### src/cbs_params.svh
`ifndef CBS_PARAMS_SVH
`define CBS_PARAMS_SVH

// Register indices
`define CBS_IDX_OE 8'h00
`define CBS_IDX_MODE_AMP 8'h01
`define CBS_IDX_SLEW 8'h02
`define CBS_IDX_FREQ 8'h03
`define CBS_IDX_RSVD 8'h04
`define CBS_IDX_REV_MAKER 8'h05
`define CBS_IDX_PART 8'h06
`define CBS_IDX_BCOUNT 8'h07

// Field positions
`define CBS_B1_SWSEL 5
`define CBS_B3_FREQ_EN 5

// Reset values
`define CBS_OE_RST 6'h3f
`define CBS_AMP_RST 2'h2
`define CBS_SLEW_RST 6'h3f
`define CBS_SLEW_FB_RST 1'h1
`define CBS_BCOUNT_RST 5'h08
`define CBS_RSVD_READ 8'hff

// Bus addresses per strap level
`define CBS_STRAP_LOW 2'h0
`define CBS_STRAP_MID 2'h1
`define CBS_STRAP_HIGH 2'h2
`define CBS_ADDR_LOW 7'h6b
`define CBS_ADDR_MID 7'h6c
`define CBS_ADDR_HIGH 7'h6d

// Bit phases within a byte on the serial bus
`define CBS_BIT_LAST 4'h8
`define CBS_BIT_ACK 4'h9

`endif

### src/cbs_pkg.sv
package cbs_pkg;
  typedef enum logic [1:0] {
    CBS_IDLE = 2'b00,
    CBS_RX = 2'b01,
    CBS_TX = 2'b10,
    CBS_WAIT = 2'b11
  } cbs_state_t;

  typedef enum logic [1:0] {
    CBS_K_ADDR = 2'b00,
    CBS_K_INDEX = 2'b01,
    CBS_K_COUNT = 2'b10,
    CBS_K_DATA = 2'b11
  } cbs_kind_t;
endpackage

### src/cbs_regs.sv
// How it works
// - A cleared output enable bit forces its output off whatever the pin says.
// - Byte 1 bits 7:6 read back the mode, its default caught at startup.
// - Byte 1 bit 5 picks the mode source: latched bits or software bits.
// - Software mode bits reset to 0 and only act when bit 5 is set.
// - Byte 1 bits 1:0 are the amplitude code, default 10.
// - Byte 2 holds six slew selects, default fast; bits 5 and 1 reserved.
// - Byte 3 bit 5 enables software frequency choice, reset 0.
// - Frequency bits 4:3 reset to 0 and act only when enabled.
// - Byte 3 bit 0 is feedback slew, default fast; bits 2:1 read one.
// - Index 4 always reads all ones.
// - Byte 5 reads fixed revision and maker codes.
// - Byte 6 reads fixed part class and part number codes.
// - Byte 7 bits 4:0 set the count byte a block read reports, default 8.
// - Block read: index written, restart with read, count then data returned.
// - Byte 0 holds six output enables, each default enabled.
module cbs_regs
  import cbs_pkg::*;
#(
  parameter logic [3:0] REVISION_CODE = 4'h3,  // Arbitrary value
  parameter logic [3:0] MAKER_CODE = 4'h9,  // Arbitrary value
  parameter logic [1:0] PART_CLASS_CODE = 2'h2,  // Arbitrary value
  parameter logic [5:0] PART_NUMBER_CODE = 6'h15  // Arbitrary value
)
(
  input wire logic CLK,
  input wire logic RST,
  input wire logic SCL_IN,
  input wire logic SDA_IN,
  output logic SDA_OUT,
  output logic SDA_OE,
  input wire logic [1:0] BUS_ADDRESS_STRAP,
  input wire logic POWER_GOOD_POWERDOWN_N,
  input wire logic [1:0] LOOP_MODE_PINS,
  input wire logic [1:0] FREQUENCY_PINS,
  input wire logic [5:0] OUTPUT_ENABLE_N,
  output logic [5:0] DIFFERENTIAL_CLOCK_OUT_ON,
  output logic [1:0] LOOP_MODE,
  output logic [1:0] AMPLITUDE,
  output logic [5:0] EDGE_RATE_SELECT,
  output logic EDGE_RATE_SELECT_FEEDBACK,
  output logic [1:0] FREQUENCY_CHOICE,
  output logic [6:0] BUS_ADDRESS
);
  `include "cbs_params.svh"
  localparam int SW = 15;
  // Output order 5..0 sits at byte bits 7,6,4,3,2,0
  function automatic logic [7:0] pack_outputs(input logic [5:0] v);
    pack_outputs = {v[5], v[4], 1'b0, v[3], v[2], v[1], 1'b0, v[0]};
  endfunction
  function automatic logic [5:0] unpack_outputs(input logic [7:0] d);
    unpack_outputs = {d[7], d[6], d[4], d[3], d[2], d[0]};
  endfunction
  logic [SW-1:0] sync1_reg;
  logic [SW-1:0] sync2_reg;
  logic scl_prev_reg, sda_prev_reg, pg_prev_reg;
  cbs_state_t state_reg, state_next;
  cbs_kind_t kind_reg, kind_next;
  logic [3:0] bitcnt_reg, bitcnt_next;
  logic [7:0] shift_reg, shift_next;
  logic [7:0] tx_reg, tx_next;
  logic [7:0] index_reg, index_next;
  logic rw_reg, rw_next;
  logic drive_reg, drive_next;
  logic strapped_reg, strapped_next;
  logic [6:0] addr_reg, addr_next;
  logic [1:0] mode_latch_reg, mode_latch_next;
  logic [5:0] oe_reg, oe_next;
  logic mode_sel_reg, mode_sel_next;
  logic [1:0] mode_soft_reg, mode_soft_next;
  logic [1:0] amp_reg, amp_next;
  logic [5:0] slew_reg, slew_next;
  logic freq_en_reg, freq_en_next;
  logic [1:0] freq_soft_reg, freq_soft_next;
  logic slew_fb_reg, slew_fb_next;
  logic [4:0] bcount_reg, bcount_next;
  logic [5:0] out_on_reg, out_on_next;
  logic [1:0] mode_out_reg, mode_out_next;
  logic [1:0] freq_out_reg, freq_out_next;
  logic scl_s, sda_s, pg_s, start_ev, stop_ev, rise_ev, fall_ev;
  logic [1:0] strap_s, mode_pin_s, freq_pin_s, mode_applied;
  logic [5:0] oe_n_s;
  assign {scl_s, sda_s, pg_s, strap_s, mode_pin_s, freq_pin_s, oe_n_s} = sync2_reg;
  assign start_ev = scl_s & scl_prev_reg & sda_prev_reg & ~sda_s;
  assign stop_ev = scl_s & scl_prev_reg & ~sda_prev_reg & sda_s;
  assign rise_ev = scl_s & ~scl_prev_reg;
  assign fall_ev = ~scl_s & scl_prev_reg;
  assign mode_applied = mode_sel_reg ? mode_soft_reg : mode_latch_reg;
  function automatic logic [7:0] read_byte(input logic [7:0] idx);
    case (idx)
      `CBS_IDX_OE: read_byte = pack_outputs(oe_reg);
      `CBS_IDX_MODE_AMP: read_byte = {mode_applied, mode_sel_reg, mode_soft_reg, 1'b1,
        amp_reg};
      `CBS_IDX_SLEW: read_byte = pack_outputs(slew_reg);
      `CBS_IDX_FREQ: read_byte = {2'b00, freq_en_reg, freq_soft_reg, 2'b11,
        slew_fb_reg};
      `CBS_IDX_RSVD: read_byte = `CBS_RSVD_READ;
      `CBS_IDX_REV_MAKER: read_byte = {REVISION_CODE, MAKER_CODE};
      `CBS_IDX_PART: read_byte = {PART_CLASS_CODE, PART_NUMBER_CODE};
      `CBS_IDX_BCOUNT: read_byte = {3'b000, bcount_reg};
      default: read_byte = 8'h00;
    endcase
  endfunction
  always_comb
  begin
    state_next = state_reg;
    kind_next = kind_reg;
    bitcnt_next = bitcnt_reg;
    shift_next = shift_reg;
    tx_next = tx_reg;
    index_next = index_reg;
    rw_next = rw_reg;
    drive_next = drive_reg;
    strapped_next = strapped_reg;
    addr_next = addr_reg;
    mode_latch_next = mode_latch_reg;
    oe_next = oe_reg;
    mode_sel_next = mode_sel_reg;
    mode_soft_next = mode_soft_reg;
    amp_next = amp_reg;
    slew_next = slew_reg;
    freq_en_next = freq_en_reg;
    freq_soft_next = freq_soft_reg;
    slew_fb_next = slew_fb_reg;
    bcount_next = bcount_reg;
    // Strap and mode pins caught once, on the first power good only
    if (pg_s && !pg_prev_reg && !strapped_reg)
    begin
      strapped_next = 1'b1;
      mode_latch_next = mode_pin_s;
      case (strap_s)
        `CBS_STRAP_LOW: addr_next = `CBS_ADDR_LOW;
        `CBS_STRAP_MID: addr_next = `CBS_ADDR_MID;
        `CBS_STRAP_HIGH: addr_next = `CBS_ADDR_HIGH;
        default: addr_next = `CBS_ADDR_HIGH;
      endcase
    end
    if (start_ev)
    begin
      // Repeated start keeps the index so a read follows the written index
      state_next = CBS_RX;
      kind_next = CBS_K_ADDR;
      bitcnt_next = 4'h0;
      drive_next = 1'b0;
    end
    else if (stop_ev)
    begin
      state_next = CBS_IDLE;
      drive_next = 1'b0;
    end
    else if (rise_ev)
    begin
      if (bitcnt_reg != `CBS_BIT_ACK)
        bitcnt_next = bitcnt_reg + 4'h1;
      if (state_reg == CBS_RX && bitcnt_reg < `CBS_BIT_LAST)
        shift_next = {shift_reg[6:0], sda_s};
      // Host not-acknowledge ends the read
      if (state_reg == CBS_TX && bitcnt_reg == `CBS_BIT_LAST && sda_s)
        state_next = CBS_WAIT;
    end
    else if (fall_ev)
    begin
      case (state_reg)
        CBS_RX:
        begin
          if (bitcnt_reg == `CBS_BIT_LAST)
          begin
            drive_next = 1'b1;
            case (kind_reg)
              CBS_K_ADDR:
              begin
                rw_next = shift_reg[0];
                if (shift_reg[7:1] != addr_reg)
                begin
                  drive_next = 1'b0;
                  state_next = CBS_WAIT;
                end
              end
              CBS_K_INDEX: index_next = shift_reg;
              CBS_K_COUNT: index_next = index_reg;
              default:
              begin
                index_next = index_reg + 8'h01;
                case (index_reg)
                  `CBS_IDX_OE: oe_next = unpack_outputs(shift_reg);
                  `CBS_IDX_MODE_AMP:
                  begin
                    mode_sel_next = shift_reg[`CBS_B1_SWSEL];
                    mode_soft_next = shift_reg[4:3];
                    amp_next = shift_reg[1:0];
                  end
                  `CBS_IDX_SLEW: slew_next = unpack_outputs(shift_reg);
                  `CBS_IDX_FREQ:
                  begin
                    freq_en_next = shift_reg[`CBS_B3_FREQ_EN];
                    freq_soft_next = shift_reg[4:3];
                    slew_fb_next = shift_reg[0];
                  end
                  `CBS_IDX_BCOUNT: bcount_next = shift_reg[4:0];
                  default: bcount_next = bcount_reg;
                endcase
              end
            endcase
          end
          else if (bitcnt_reg == `CBS_BIT_ACK)
          begin
            drive_next = 1'b0;
            bitcnt_next = 4'h0;
            case (kind_reg)
              CBS_K_ADDR:
              begin
                if (rw_reg)
                begin
                  // Read answers with the count byte first
                  state_next = CBS_TX;
                  kind_next = CBS_K_COUNT;
                  tx_next = {3'b000, bcount_reg};
                  drive_next = ~tx_next[7];
                end
                else
                  kind_next = CBS_K_INDEX;
              end
              CBS_K_INDEX: kind_next = CBS_K_COUNT;
              default: kind_next = CBS_K_DATA;
            endcase
          end
        end
        CBS_TX:
        begin
          if (bitcnt_reg >= 4'h1 && bitcnt_reg <= 4'h7)
          begin
            tx_next = {tx_reg[6:0], 1'b0};
            drive_next = ~tx_reg[6];
          end
          else if (bitcnt_reg == `CBS_BIT_LAST)
            drive_next = 1'b0;
          else if (bitcnt_reg == `CBS_BIT_ACK)
          begin
            // Data keeps flowing until the host declines a byte
            bitcnt_next = 4'h0;
            kind_next = CBS_K_DATA;
            tx_next = read_byte(index_reg);
            index_next = index_reg + 8'h01;
            drive_next = ~tx_next[7];
          end
        end
        default: drive_next = 1'b0;
      endcase
    end
  end
  always_comb
  begin
    out_on_next = oe_reg & ~oe_n_s;
    mode_out_next = mode_applied;
    freq_out_next = freq_en_reg ? freq_soft_reg : freq_pin_s;
  end
  always_ff @(posedge CLK)
  begin
    // Pins are asynchronous to CLK
    sync1_reg <= {SCL_IN, SDA_IN, POWER_GOOD_POWERDOWN_N, BUS_ADDRESS_STRAP,
      LOOP_MODE_PINS, FREQUENCY_PINS, OUTPUT_ENABLE_N};
    if (RST)
    begin
      sync2_reg <= {3'b110, 6'h00, 6'h3f};  // Enable pins read as off until synced
      scl_prev_reg <= 1'b1;
      sda_prev_reg <= 1'b1;
      pg_prev_reg <= 1'b0;
      state_reg <= CBS_IDLE;
      kind_reg <= CBS_K_ADDR;
      bitcnt_reg <= 4'h0;
      shift_reg <= 8'h00;
      tx_reg <= 8'h00;
      index_reg <= 8'h00;
      rw_reg <= 1'b0;
      drive_reg <= 1'b0;
      strapped_reg <= 1'b0;
      addr_reg <= `CBS_ADDR_LOW;
      mode_latch_reg <= 2'h0;
      oe_reg <= `CBS_OE_RST;
      mode_sel_reg <= 1'b0;
      mode_soft_reg <= 2'h0;
      amp_reg <= `CBS_AMP_RST;
      slew_reg <= `CBS_SLEW_RST;
      freq_en_reg <= 1'b0;
      freq_soft_reg <= 2'h0;
      slew_fb_reg <= `CBS_SLEW_FB_RST;
      bcount_reg <= `CBS_BCOUNT_RST;
      out_on_reg <= 6'h00;
      mode_out_reg <= 2'h0;
      freq_out_reg <= 2'h0;
    end
    else
    begin
      sync2_reg <= sync1_reg;
      scl_prev_reg <= scl_s;
      sda_prev_reg <= sda_s;
      pg_prev_reg <= pg_s;
      state_reg <= state_next;
      kind_reg <= kind_next;
      bitcnt_reg <= bitcnt_next;
      shift_reg <= shift_next;
      tx_reg <= tx_next;
      index_reg <= index_next;
      rw_reg <= rw_next;
      drive_reg <= drive_next;
      strapped_reg <= strapped_next;
      addr_reg <= addr_next;
      mode_latch_reg <= mode_latch_next;
      oe_reg <= oe_next;
      mode_sel_reg <= mode_sel_next;
      mode_soft_reg <= mode_soft_next;
      amp_reg <= amp_next;
      slew_reg <= slew_next;
      freq_en_reg <= freq_en_next;
      freq_soft_reg <= freq_soft_next;
      slew_fb_reg <= slew_fb_next;
      bcount_reg <= bcount_next;
      out_on_reg <= out_on_next;
      mode_out_reg <= mode_out_next;
      freq_out_reg <= freq_out_next;
    end
  end
  // Open drain: only ever pulls low
  assign SDA_OUT = 1'b0;
  assign SDA_OE = drive_reg;
  assign DIFFERENTIAL_CLOCK_OUT_ON = out_on_reg;
  assign LOOP_MODE = mode_out_reg;
  assign AMPLITUDE = amp_reg;
  assign EDGE_RATE_SELECT = slew_reg;
  assign EDGE_RATE_SELECT_FEEDBACK = slew_fb_reg;
  assign FREQUENCY_CHOICE = freq_out_reg;
  assign BUS_ADDRESS = addr_reg;
endmodule

### config.mk
export PLATFORM = sky130hd
export DESIGN_NAME = cbs_regs
export DESIGN_NICKNAME = d
export VERILOG_FILES = /design/src/cbs_pkg.sv /design/src/cbs_regs.sv
export VERILOG_INCLUDE_DIRS = /design/src
export SDC_FILE = /design/constraint.sdc
export NUM_CORES = 1
export LEC_CHECK = 0
export ABC_AREA = 1
export BUFFER_PORTS_ARGS = -buffer_cell sky130_fd_sc_hd__buf_2
export CAP_MARGIN = 5
export CORE_MARGIN = 1.5
export CORE_UTILIZATION = 59
export DETAILED_ROUTE_END_ITERATION = 16
export PLACE_DENSITY = 0.79
export SYNTH_ARGS = -nofsm -noshare
export SYNTH_HDL_FRONTEND = slang
export SYNTH_SLANG_ARGS = --single-unit
export TNS_END_PERCENT = 30
### constraint.sdc
create_clock -name CLK -period 2.2 [get_ports CLK]
set_input_delay 0.66 -clock CLK [delete_from_list [all_inputs] [get_ports CLK]]
set_output_delay 0.66 -clock CLK [all_outputs]
set_load 0.005 [all_outputs]
==> out/metrics.yaml, run 1 <==
core-area_um2: 7730
area_delta_synth_final_pct: 10.9
reg2reg_slack_ns: 0.22
antenna_found_initial: 0
maxSlewViolCount: 0
yosys_most_used_dff: "dfxtp_1"
grt_pass1_vias: 3806
clkLatencyLatePin_ns: 0.37
synthCells: 622
fin_setup_tns_ns: 0
tightest_slew_ns: 0.503
critPathLaunchType: "flop"
critical_path.endpoint_type: "flop"
post_drt_wl_per_cell_um: 14.0
setup_viol: 0
cts_tree: "yes"
final_nets: 695
status: "complete, no violations"
drtIter0Drc: 292
ys_seq_area_share_pct: 46.0
n_antenna_cell: 0
place_area_um2: 4990
cts.sinks: 108
timing.final.ws_setup_ns: 0.216
ys_ff_latch: 108
r2r-start: "scl_prev_reg$_SDFF_PP1_"
synth_edf_count: 0
critical_path.endpoint: "freq_en_reg$_SDFFE_PP0P_"
async_reset_ff_share_pct: 0
use_met1_pct: 36.6
design_area_um2: 5210
period_needed_ns: 1.98
cp.required_ns: 2.50
die_x_um: 92.2
die-area_um2: 8510
clkTransAtPathRegs_ns: 0.10
max-vdd-ir-drop_uv: 556
r2r_end: "freq_en_reg$_SDFFE_PP0P_"
vias: 4156
avgSynthCellArea_um2: 7.55
cap_viol_max_count: 0
clock.fmax_ghz: 0.504
final_antenna_net_count: 0
gr-total-overflow: 0
final_hold_viol_count: 0
hpwl_um: 7910
grt_pass1_wl_um: 18100
hold_ws_ns: 0.383
track_usage_pct: 26.8
p_leak_nw: 2.35
die_h_um: 92.2
slew-limit-headroom_pct: 66.5
cts_resized: 0
start_util_pct: 60.8
crit_path_start: "scl_prev_reg$_SDFF_PP1_"
grt.met2_usage_pct: 42.7
postCtsHoldBufs: 0
io_pins: 45
use_met3_pct: 4.89
cts_buffers: 9
fin_skew_ns: 0.00669
cts_buffer_depth: 2
yosysWarnings: 0
pre_cts_slack_ns: 0.177
grt_start_max_net_pins: 55
pwr_density_cell_nw_per_um2: 665
htreeDepth: 3
period_share_pct: 90.2
crit_fanout: 8
syn-cell-area_um2: 4700
wl_um: 10800
io_buffers: 39
critPathKind: "reg2reg"
cts-root-buf: "clkbuf_8"
place_congestion: 0.937
final_layout_size_suffix_gt1_share_pct: 15.1
vias_per_cell: 5.39
drt_first_pass_iters: 5
cts_setup_buffers: 0
hold_class: "in2reg"
worst_ep_arrival_time_ns: 2.29
synth_cell_type_count: 36
rsz0062_at_grt: "no"
busiest_layer: "met2"
drc: 0
num_rows: 32
hold_path_depth: 1
utilization_pct: 67.4
rr_worst_depth: 9
report_power, final:
| part | internal, mW | switching [mW] | leakage (nW) | total, mW |
|---|---|---|---|---|
| combinational | 0.0836 | 0.143 | 1.37 | 0.226 |
| clock | 0.538 | 0.673 | 0.0992 | 1.21 |
| sequential | 2.01 | 0.0211 | 0.884 | 2.03 |
Yosys cell counts, drive strengths merged, types with 2 or more instances:
cell type | count | area share, %
o22ai | 3 | 0.40
clkbuf | 9 | 0.72
o21ai | 59 | 6.3
nand4 | 3 | 0.40
dfxtp | 108 | 46
o21a | 2 | 0.32
conb | 2 | 0.16
o211ai | 16 | 2.6
inv | 77 | 6.2
a211oi | 3 | 0.59
clkinv | 4 | 0.32
nand3 | 30 | 4.0
ha | 14 | 3.7
nor3 | 9 | 0.96
xnor2 | 2 | 0.37
buf | 13 | 1.8
nand2 | 128 | 10
a31oi | 5 | 0.67
nor4 | 2 | 0.40
nor2 | 60 | 5.5
a21oi | 61 | 6.6
or2 | 9 | 1.2
layout make-up:
cell class	instances	area, um^2
Fill cell	660	2520
Multi-Input combinational cell	414	2130
Clock inverter	6	76.3
Tap cell	102	128
Sequential cell	108	2160
Timing Repair Buffer	50	278
Clock buffer	10	128
Inverter	81	304
through the flow:
stage          power, mW  cells
3_3_place_gp        2.29    755
3_5_place_dp        2.30    755
2_1_floorplan       2.22    625
5_1_grt             3.60    771
6_report            3.47    771
4_1_cts             3.48    771
cell families (layout without fill, tap and decap cells):
group / count (synthesis) / after routing / synth area share (%)
other: 2 / 5 / 0.160
flip-flops: 108 / 108 / 46.0
XOR/XNOR: 3 / 3 / 0.560
AND/OR/NAND/NOR: 242 / 242 / 22.9
buffers and inverters: 103 / 147 / 9.03
adder cells (fa/ha/maj): 14 / 14 / 3.73
AO/OA/AOI/OAI: 150 / 150 / 17.6
cell usage in the layout (no fill, tap or decap), types with 2 or more instances in the layout:
cell type / n
a211oi_1: 2
a21oi_1: 60
a31oi_1: 5
buf_2: 39
buf_4: 11
clkbuf_8: 9
clkinv_1: 4
clkinv_4: 2
conb_1: 5
dfxtp_1: 107
ha_1: 14
inv_1: 70
inv_2: 7
nand2_1: 125
nand2_2: 3
nand3_1: 27
nand3_4: 3
nand4_1: 3
nor2_1: 51
nor2_2: 7
nor2_4: 2
nor3_1: 9
nor4_2: 2
o211ai_1: 16
o21a_1: 2
o21ai_0: 50
o21ai_1: 9
o22ai_1: 3
or2_2: 9
xnor2_1: 2
layer usage:
layer  up-vias  wire length, um
met5         -                0
met1      1902             4920
met4         0              174
met2       141             5040
met3        18              687
li1       2095                -
worst max-delay path, stage by stage, from the launching register on:
cell and delay (ns):
dfxtp_1 0.40, inv_1 0.06, ha_1 0.26, inv_2 0.11
nand2_1 0.10, nor4_2 0.18, nand2_2 0.20, nor2_2 0.32
o21ai_0 0.15, a21oi_1 0.14
how the worst min path moves through the flow:
stage	endpoint	slack, ns	startpoint
after detailed placement	DIFFERENTIAL_CLOCK_OUT_ON[1]$_SDFF_PP0_	0.38	sync2_reg[1]$_SDFF_PP1_
after floorplan	DIFFERENTIAL_CLOCK_OUT_ON[0]$_SDFF_PP0_	0.37	sync2_reg[0]$_SDFF_PP1_
final	sync1_reg[12]$_DFF_P_	0.38	POWER_GOOD_POWERDOWN_N
after global routing	sync1_reg[10]$_DFF_P_	0.36	BUS_ADDRESS_STRAP[0]
after global placement	DIFFERENTIAL_CLOCK_OUT_ON[0]$_SDFF_PP0_	0.37	sync2_reg[0]$_SDFF_PP1_
after CTS	sync1_reg[11]$_DFF_P_	0.38	BUS_ADDRESS_STRAP[1]
(Power assumes the default switching activity.)
==> run 2, diff against run 1 <==
- CORE_UTILIZATION: 59 -> 55
- GPL_TIMING_DRIVEN: not set -> 0
- PLACE_DENSITY: 0.79 -> 0.75
- SLEW_MARGIN: not set -> 20
==> out/metrics.yaml, run 2 (synthesis gave the netlist of run 1 again) <==
status: "complete, no violations"
seq_area_um2: 2160  # about the same
drc: 0  # unchanged
max-vdd-ir-drop_uv: 381  # -31%
hold_class: "in2reg"
rr_worst_depth: 12  # +3
final_cell_mix: "nand2_1 (126), dfxtp_1 (108), inv_1 (70)"
critical_path.endpoint: "SDA_OE$_SDFFE_PP0P_"
cts_buffer_depth: 2  # unchanged
die-area_um2: 9100  # +7.0%
n_fill_cell: 775  # +17%
multi_input_area_um2: 2150  # +0.76%
htreeDepth: 3  # unchanged
clkLatencyLatePin_ns: 0.37  # about the same
p_leak_nw: 2.37  # +0.67%
n_antenna_cell: 0  # unchanged
drtIter0Drc: 314  # +7.5%
power_frac_seq_pct: 57.6  # -0.9 points
r2r-start: "bitcnt_reg[1]$_SDFFE_PP0P_"
vias: 4247  # +2.2%
grt_pass1_vias: 3749  # -1.5%
p_clk_share_pct: 35.7  # +0.7 points
num_rows: 33  # +3.1%
comb_power_share_pct: 6.7  # +0.2 points
slew-limit-headroom_pct: 52.3  # -14 points
final_hold_viol_count: 0  # unchanged
cap_viol_max_count: 0  # unchanged
core-area_um2: 8260  # +6.9%
vias_per_cell: 5.41  # +0.37%
tightest_slew_ns: 0.716  # +0.213 ns
wl_um: 11300  # +4.7%
io_buffers: 39  # unchanged
antenna_found_initial: 0  # unchanged
critPathKind: "reg2reg"
r2r_end: "SDA_OE$_SDFFE_PP0P_"
track_usage_pct: 26.1  # -0.70 points
clkTransAtPathRegs_ns: 0.11  # about the same
area_delta_synth_final_pct: 12.3
cp.required_ns: 2.50  # about the same
grt_start_max_net_pins: 20  # -64%
cts_buffers: 9  # unchanged
final_nets: 706  # +1.6%
pwr_density_cell_nw_per_um2: 668  # +0.42%
place_congestion: 1.03  # +10%
cts_setup_buffers: 0  # unchanged
critical_path.endpoint_type: "flop"
hpwl_um: 8370  # +5.8%
maxSlewViolCount: 0  # unchanged
fin_setup_tns_ns: 0  # unchanged
period_share_pct: 91.8  # +1.6 points
start_util_pct: 56.9  # -3.9 points
drt_first_pass_iters: 8  # +3
final_common_cell: "nand2_1"
cts-root-buf: "clkbuf_8"
die_x_um: 95.4  # +3.5%
critPathLaunchType: "flop"
power.switching_uw: 888  # +6.0%
setup_viol: 0  # unchanged
finalNonFillerCells: 785  # +1.8%
die_h_um: 95.4  # +3.5%
cts_tree: "yes"
worst_ep_arrival_time_ns: 2.32  # +0.03 ns
reg2reg_slack_ns: 0.18  # -0.04 ns
crit_fanout: 9  # +1
clock.fmax_ghz: 0.495  # -1.8%
gr-total-overflow: 0  # unchanged
fin_skew_ns: 0.00824  # +0.00155 ns
final_antenna_net_count: 0  # unchanged
final_layout_size_suffix_gt1_share_pct: 15.4  # +0.34 points
rsz0062_at_grt: "no"
switching_share_pct: 25.2  # +1.0 points
grt_pass1_wl_um: 17800  # -1.3%
io_pins: 45  # unchanged
post_drt_wl_per_cell_um: 14.4  # +2.8%
period_needed_ns: 2.02  # +0.0358 ns
crit_path_start: "bitcnt_reg[1]$_SDFFE_PP0P_"
cts.sinks: 108  # unchanged
internal-power_mw: 2.64  # +0.30%
place_inst: 769  # +1.9%
## run 2: changes by cell type in the layout (fill, tap and decap cells not counted), moves of 2 or more
| cell | delta |
|---|---|
| inv_6 | +2 |
| buf_4 | -5 |
| buf_2 | +6 |
| clkbuf_1 | +8 |
## run 2: worst max-delay path, cell delays in order, from the launching register on
cell        delay (ns)
dfxtp_1           0.37
inv_1             0.09
ha_1              0.22
nand3b_1          0.18
nand2_2           0.24
clkinvlp_4        0.26
nand2_1           0.12
nand3_1           0.07
inv_1             0.06
nand2_1           0.05
nand2_1           0.09
nand2_1           0.06
a21oi_1           0.12
## run 2: metal layers
metal | track usage (%) | vias up | part of all wire (%) | wire length, um
met5 | 0 | - | 0 | 0
met3 | 5.58 | 36 | 6.1 | 696
li1 | - | 2130 | - | -
met2 | 40.5 | 153 | 45 | 5120
met1 | 34.3 | 1928 | 45 | 5060
met4 | 13.0 | 0 | 4.1 | 460
## run 2: layout make-up
cell class / instances / share of cell area (%)
Sequential cell: 108 / 41.0
Multi-Input combinational cell: 414 / 40.7
Inverter: 81 / 5.84
Timing Repair Buffer: 39 / 3.70
Tap cell: 105 / 2.49
Clock buffer: 9 / 2.35
Buffer: 22 / 2.28
Clock inverter: 7 / 1.61
## run 2: metrics by stage
| stage | setup WS [ns] | hold WS [ns] | util, % | total power [mW] | instance area (um^2) |
|---|---|---|---|---|---|
| floorplan | 0.472 | 0.367 | - | 2.22 | 4710 |
| global placement | 0.139 | 0.374 | 61.0 | 2.30 | 5030 |
| detailed placement | 0.108 | 0.379 | 61.0 | 2.30 | 5030 |
| CTS | 0.0847 | 0.366 | 63.5 | 3.54 | 5240 |
| global route | 0.0108 | 0.354 | 63.8 | 3.66 | 5270 |
| finish | 0.180 | 0.380 | 63.8 | 3.52 | 5270 |
## run 2: worst min path at each step
| stage | start | endpoint | slack, ns | depth (start not counted) |
|---|---|---|---|---|
| after floorplan | sync2_reg[0]$_SDFF_PP1_ | DIFFERENTIAL_CLOCK_OUT_ON[0]$_SDFF_PP0_ | 0.37 | 1 |
| after global placement | sync2_reg[5]$_SDFF_PP1_ | DIFFERENTIAL_CLOCK_OUT_ON[5]$_SDFF_PP0_ | 0.37 | 1 |
| after detailed placement | sync2_reg[2]$_SDFF_PP1_ | DIFFERENTIAL_CLOCK_OUT_ON[2]$_SDFF_PP0_ | 0.38 | 1 |
| after CTS | FREQUENCY_PINS[1] | sync1_reg[7]$_DFF_P_ | 0.37 | 1 |
| after global routing | FREQUENCY_PINS[1] | sync1_reg[7]$_DFF_P_ | 0.35 | 1 |
| final | FREQUENCY_PINS[1] | sync1_reg[7]$_DFF_P_ | 0.38 | 1 |
## run 2: power groups by stage
| stage | registers, mW | logic [mW] | clock network, mW |
|---|---|---|---|
| floorplan | 2.07 | 0.155 | 0 |
| global placement | 2.07 | 0.227 | 0 |
| detailed placement | 2.07 | 0.230 | 0 |
| CTS | 2.03 | 0.232 | 1.28 |
| global route | 2.03 | 0.266 | 1.36 |
| finish | 2.03 | 0.237 | 1.26 |
## run 2: timing repair
action / CTS / global route
hold buffers: 0 / 0
hold endpoints to repair: 0 / 0
resized for setup: 0 / 6
setup endpoints to repair: 0 / 24
==> run 3, diff against run 2 <==
- CORE_ASPECT_RATIO: not set -> 1.2
==> out/metrics.yaml, run 3 (synthesis gave the netlist of run 1 again) <==
status: "complete, no violations"
num_rows: 36  # +9.1%
track_usage_pct: 26.8  # +0.71 points
final_common_cell: "nand2_1"
vias_per_cell: 5.31  # -1.9%
clkLatencyLatePin_ns: 0.37  # about the same
clock.fmax_ghz: 0.489  # -1.2%
die_h_um: 104  # +9.2%
post_drt_wl_per_cell_um: 14.7  # +1.6%
cts_buffers: 9  # unchanged
wl_um: 11700  # +2.8%
core-area_um2: 8200  # -0.73%
final_layout_size_suffix_gt1_share_pct: 15.1  # -0.29 points
cap_viol_max_count: 0  # unchanged
vias: 4214  # -0.78%
cpMostUsedCell: "nand2_1"
crit_family: "simple AND/OR/NAND/NOR gates"
cts_buffer_depth: 2  # unchanged
io_pins: 45  # unchanged
min_to: "sync1_reg[14]$_DFF_P_"
io_buffers: 39  # unchanged
final_nets: 706  # unchanged
crit_chain: "inv_1 > ha_1 > inv_2 > nand2_1 > nor4_2 > nand2_2 > inv_2 > nand2_1 > buf_2 > nand2_1 > o211ai_1"
n_fill_cell: 799  # +3.1%
fin_skew_ns: 0.0126  # +0.00432 ns
rr_worst_depth: 11  # -1
setup_viol: 0  # unchanged
critPathBufInv: 4  # +1
die-area_um2: 9110  # about the same
cpPeakStageDelay_ns: 0.39  # +0.02 ns
p_leak_nw: 2.37  # about the same
maxSlewViolCount: 0  # unchanged
start_util_pct: 57.3  # +0.42 points
tightest_slew_ns: 0.678  # -0.0378 ns
cp.required_ns: 2.43  # -0.07 ns
hpwl_um: 8800  # +5.1%
crit_fanout: 10  # +1
worst_ep_arrival_time_ns: 2.27  # -0.05 ns
hold_path_depth: 1  # unchanged
reg2reg_slack_ns: 0.16  # -0.02 ns
grt_pass1_wl_um: 19000  # +6.4%
r2r-start: "scl_prev_reg$_SDFF_PP1_"
drt_first_pass_iters: 5  # -3
place_congestion: 0.934  # -9.7%
cp_slowest_cell: "dfxtp_1"
fin_setup_tns_ns: 0  # unchanged
pwr_density_cell_nw_per_um2: 666  # -0.35%
area_delta_synth_final_pct: 12.3  # unchanged
place_inst: 778  # +1.2%
drc: 0  # unchanged
rsz0062_at_grt: "no"
cts_setup_buffers: 0  # unchanged
period_needed_ns: 2.04  # +0.0236 ns
critPathLaunchType: "flop"
worstHoldStart: "SCL_IN"
final_hold_viol_count: 0  # unchanged
hold_class: "in2reg"
finalNonFillerCells: 794  # +1.1%
cts_tree: "yes"
final_cell_mix: "nand2_1 (126), dfxtp_1 (108), inv_1 (70)"
critical_path.endpoint_type: "flop"
cts.sinks: 108  # unchanged
final_antenna_net_count: 0  # unchanged
slew-limit-headroom_pct: 54.8  # +2.5 points
drtIter0Drc: 279  # -11%
r2r_end: "oe_reg[1]$_SDFFE_PP1P_"
grt_pass1_vias: 4022  # +7.3%
grt_start_max_net_pins: 20  # unchanged
critPathKind: "reg2reg"
timing.final.ws_setup_ns: 0.157  # -0.0236 ns
die_x_um: 87.4  # -8.4%
gr-total-overflow: 0  # unchanged
antenna_found_initial: 0  # unchanged
cts-root-buf: "clkbuf_8"
period_share_pct: 92.9  # +1.1 points
n_antenna_cell: 0  # unchanged
htreeDepth: 3  # unchanged
pre_cts_slack_ns: 0.107  # -0.00104 ns
clkTransAtPathRegs_ns: 0.11  # about the same
max-vdd-ir-drop_uv: 484  # +27%
[run 3: how the worst max path moves through the flow]
stage | startpoint | endpoint | slack [ns] | cells past startpoint
2_1_floorplan | scl_prev_reg$_SDFF_PP1_ | oe_reg[1]$_SDFFE_PP1P_ | 0.47 | 11
6_report | scl_prev_reg$_SDFF_PP1_ | oe_reg[1]$_SDFFE_PP1P_ | 0.16 | 11
4_1_cts | scl_prev_reg$_SDFF_PP1_ | oe_reg[1]$_SDFFE_PP1P_ | 0.09 | 11
3_3_place_gp | scl_prev_reg$_SDFF_PP1_ | oe_reg[2]$_SDFFE_PP1P_ | 0.16 | 11
5_1_grt | bitcnt_reg[1]$_SDFFE_PP0P_ | SDA_OE$_SDFFE_PP0P_ | 0.003 | 12
3_5_place_dp | scl_prev_reg$_SDFF_PP1_ | oe_reg[1]$_SDFFE_PP1P_ | 0.11 | 11
[run 3: through the flow]
stage               instance area [um^2]  hold slack (ns)  power (mW)  util [%]
CTS                                 5250            0.374        3.53      64.1
global placement                    5050            0.375        2.30      61.6
global route                        5270            0.363        3.65      64.3
detailed placement                  5050            0.380        2.31      61.6
finish                              5270            0.377        3.51      64.3
floorplan                           4710            0.367        2.22         -
[run 3: area by class of cell]
| class | instances | area, um^2 | area share [%] |
|---|---|---|---|
| sequential | 108 | 2160 | 41.0 |
| multi-input combinational | 414 | 2140 | 40.5 |
| inverter | 81 | 308 | 5.84 |
| timing repair buffer | 39 | 195 | 3.70 |
| tap | 114 | 143 | 2.71 |
| clock buffer | 9 | 124 | 2.35 |
| buffer | 22 | 120 | 2.28 |
| clock inverter | 7 | 83.8 | 1.59 |
[run 3: repair_timing]
| action | in CTS | in global routing |
|---|---|---|
| endpoints found under the setup margin | 0 | 16 |
| gates resized for setup | 0 | 3 |
| hold buffers | 0 | 0 |
[run 3: worst reg2reg max path: cells and delay by family (launching register included)]
| family | cells | cell delay (ns) |
|---|---|---|
| fa+ha+maj | 1 | 0.27 |
| simple gates | 5 | 0.67 |
| flops | 1 | 0.39 |
| compound gates | 1 | 0.08 |
| buf+inv | 4 | 0.49 |
[run 3: report_power, final]
group          total, mW  internal (mW)  switching, mW
sequential          2.03           2.01         0.0227
combinational      0.238         0.0845          0.153
clock               1.24          0.544          0.700
total               3.51           2.63          0.876
[run 3: metal layers]
| layer | up-vias | wire [um] | global-route usage, % |
|---|---|---|---|
| met3 | 28 | 448 | 3.81 |
| met4 | 0 | 383 | 13.4 |
| met5 | - | 0 | 0 |
| met2 | 113 | 5740 | 44.1 |
| li1 | 2119 | - | - |
| met1 | 1954 | 5070 | 33.8 |
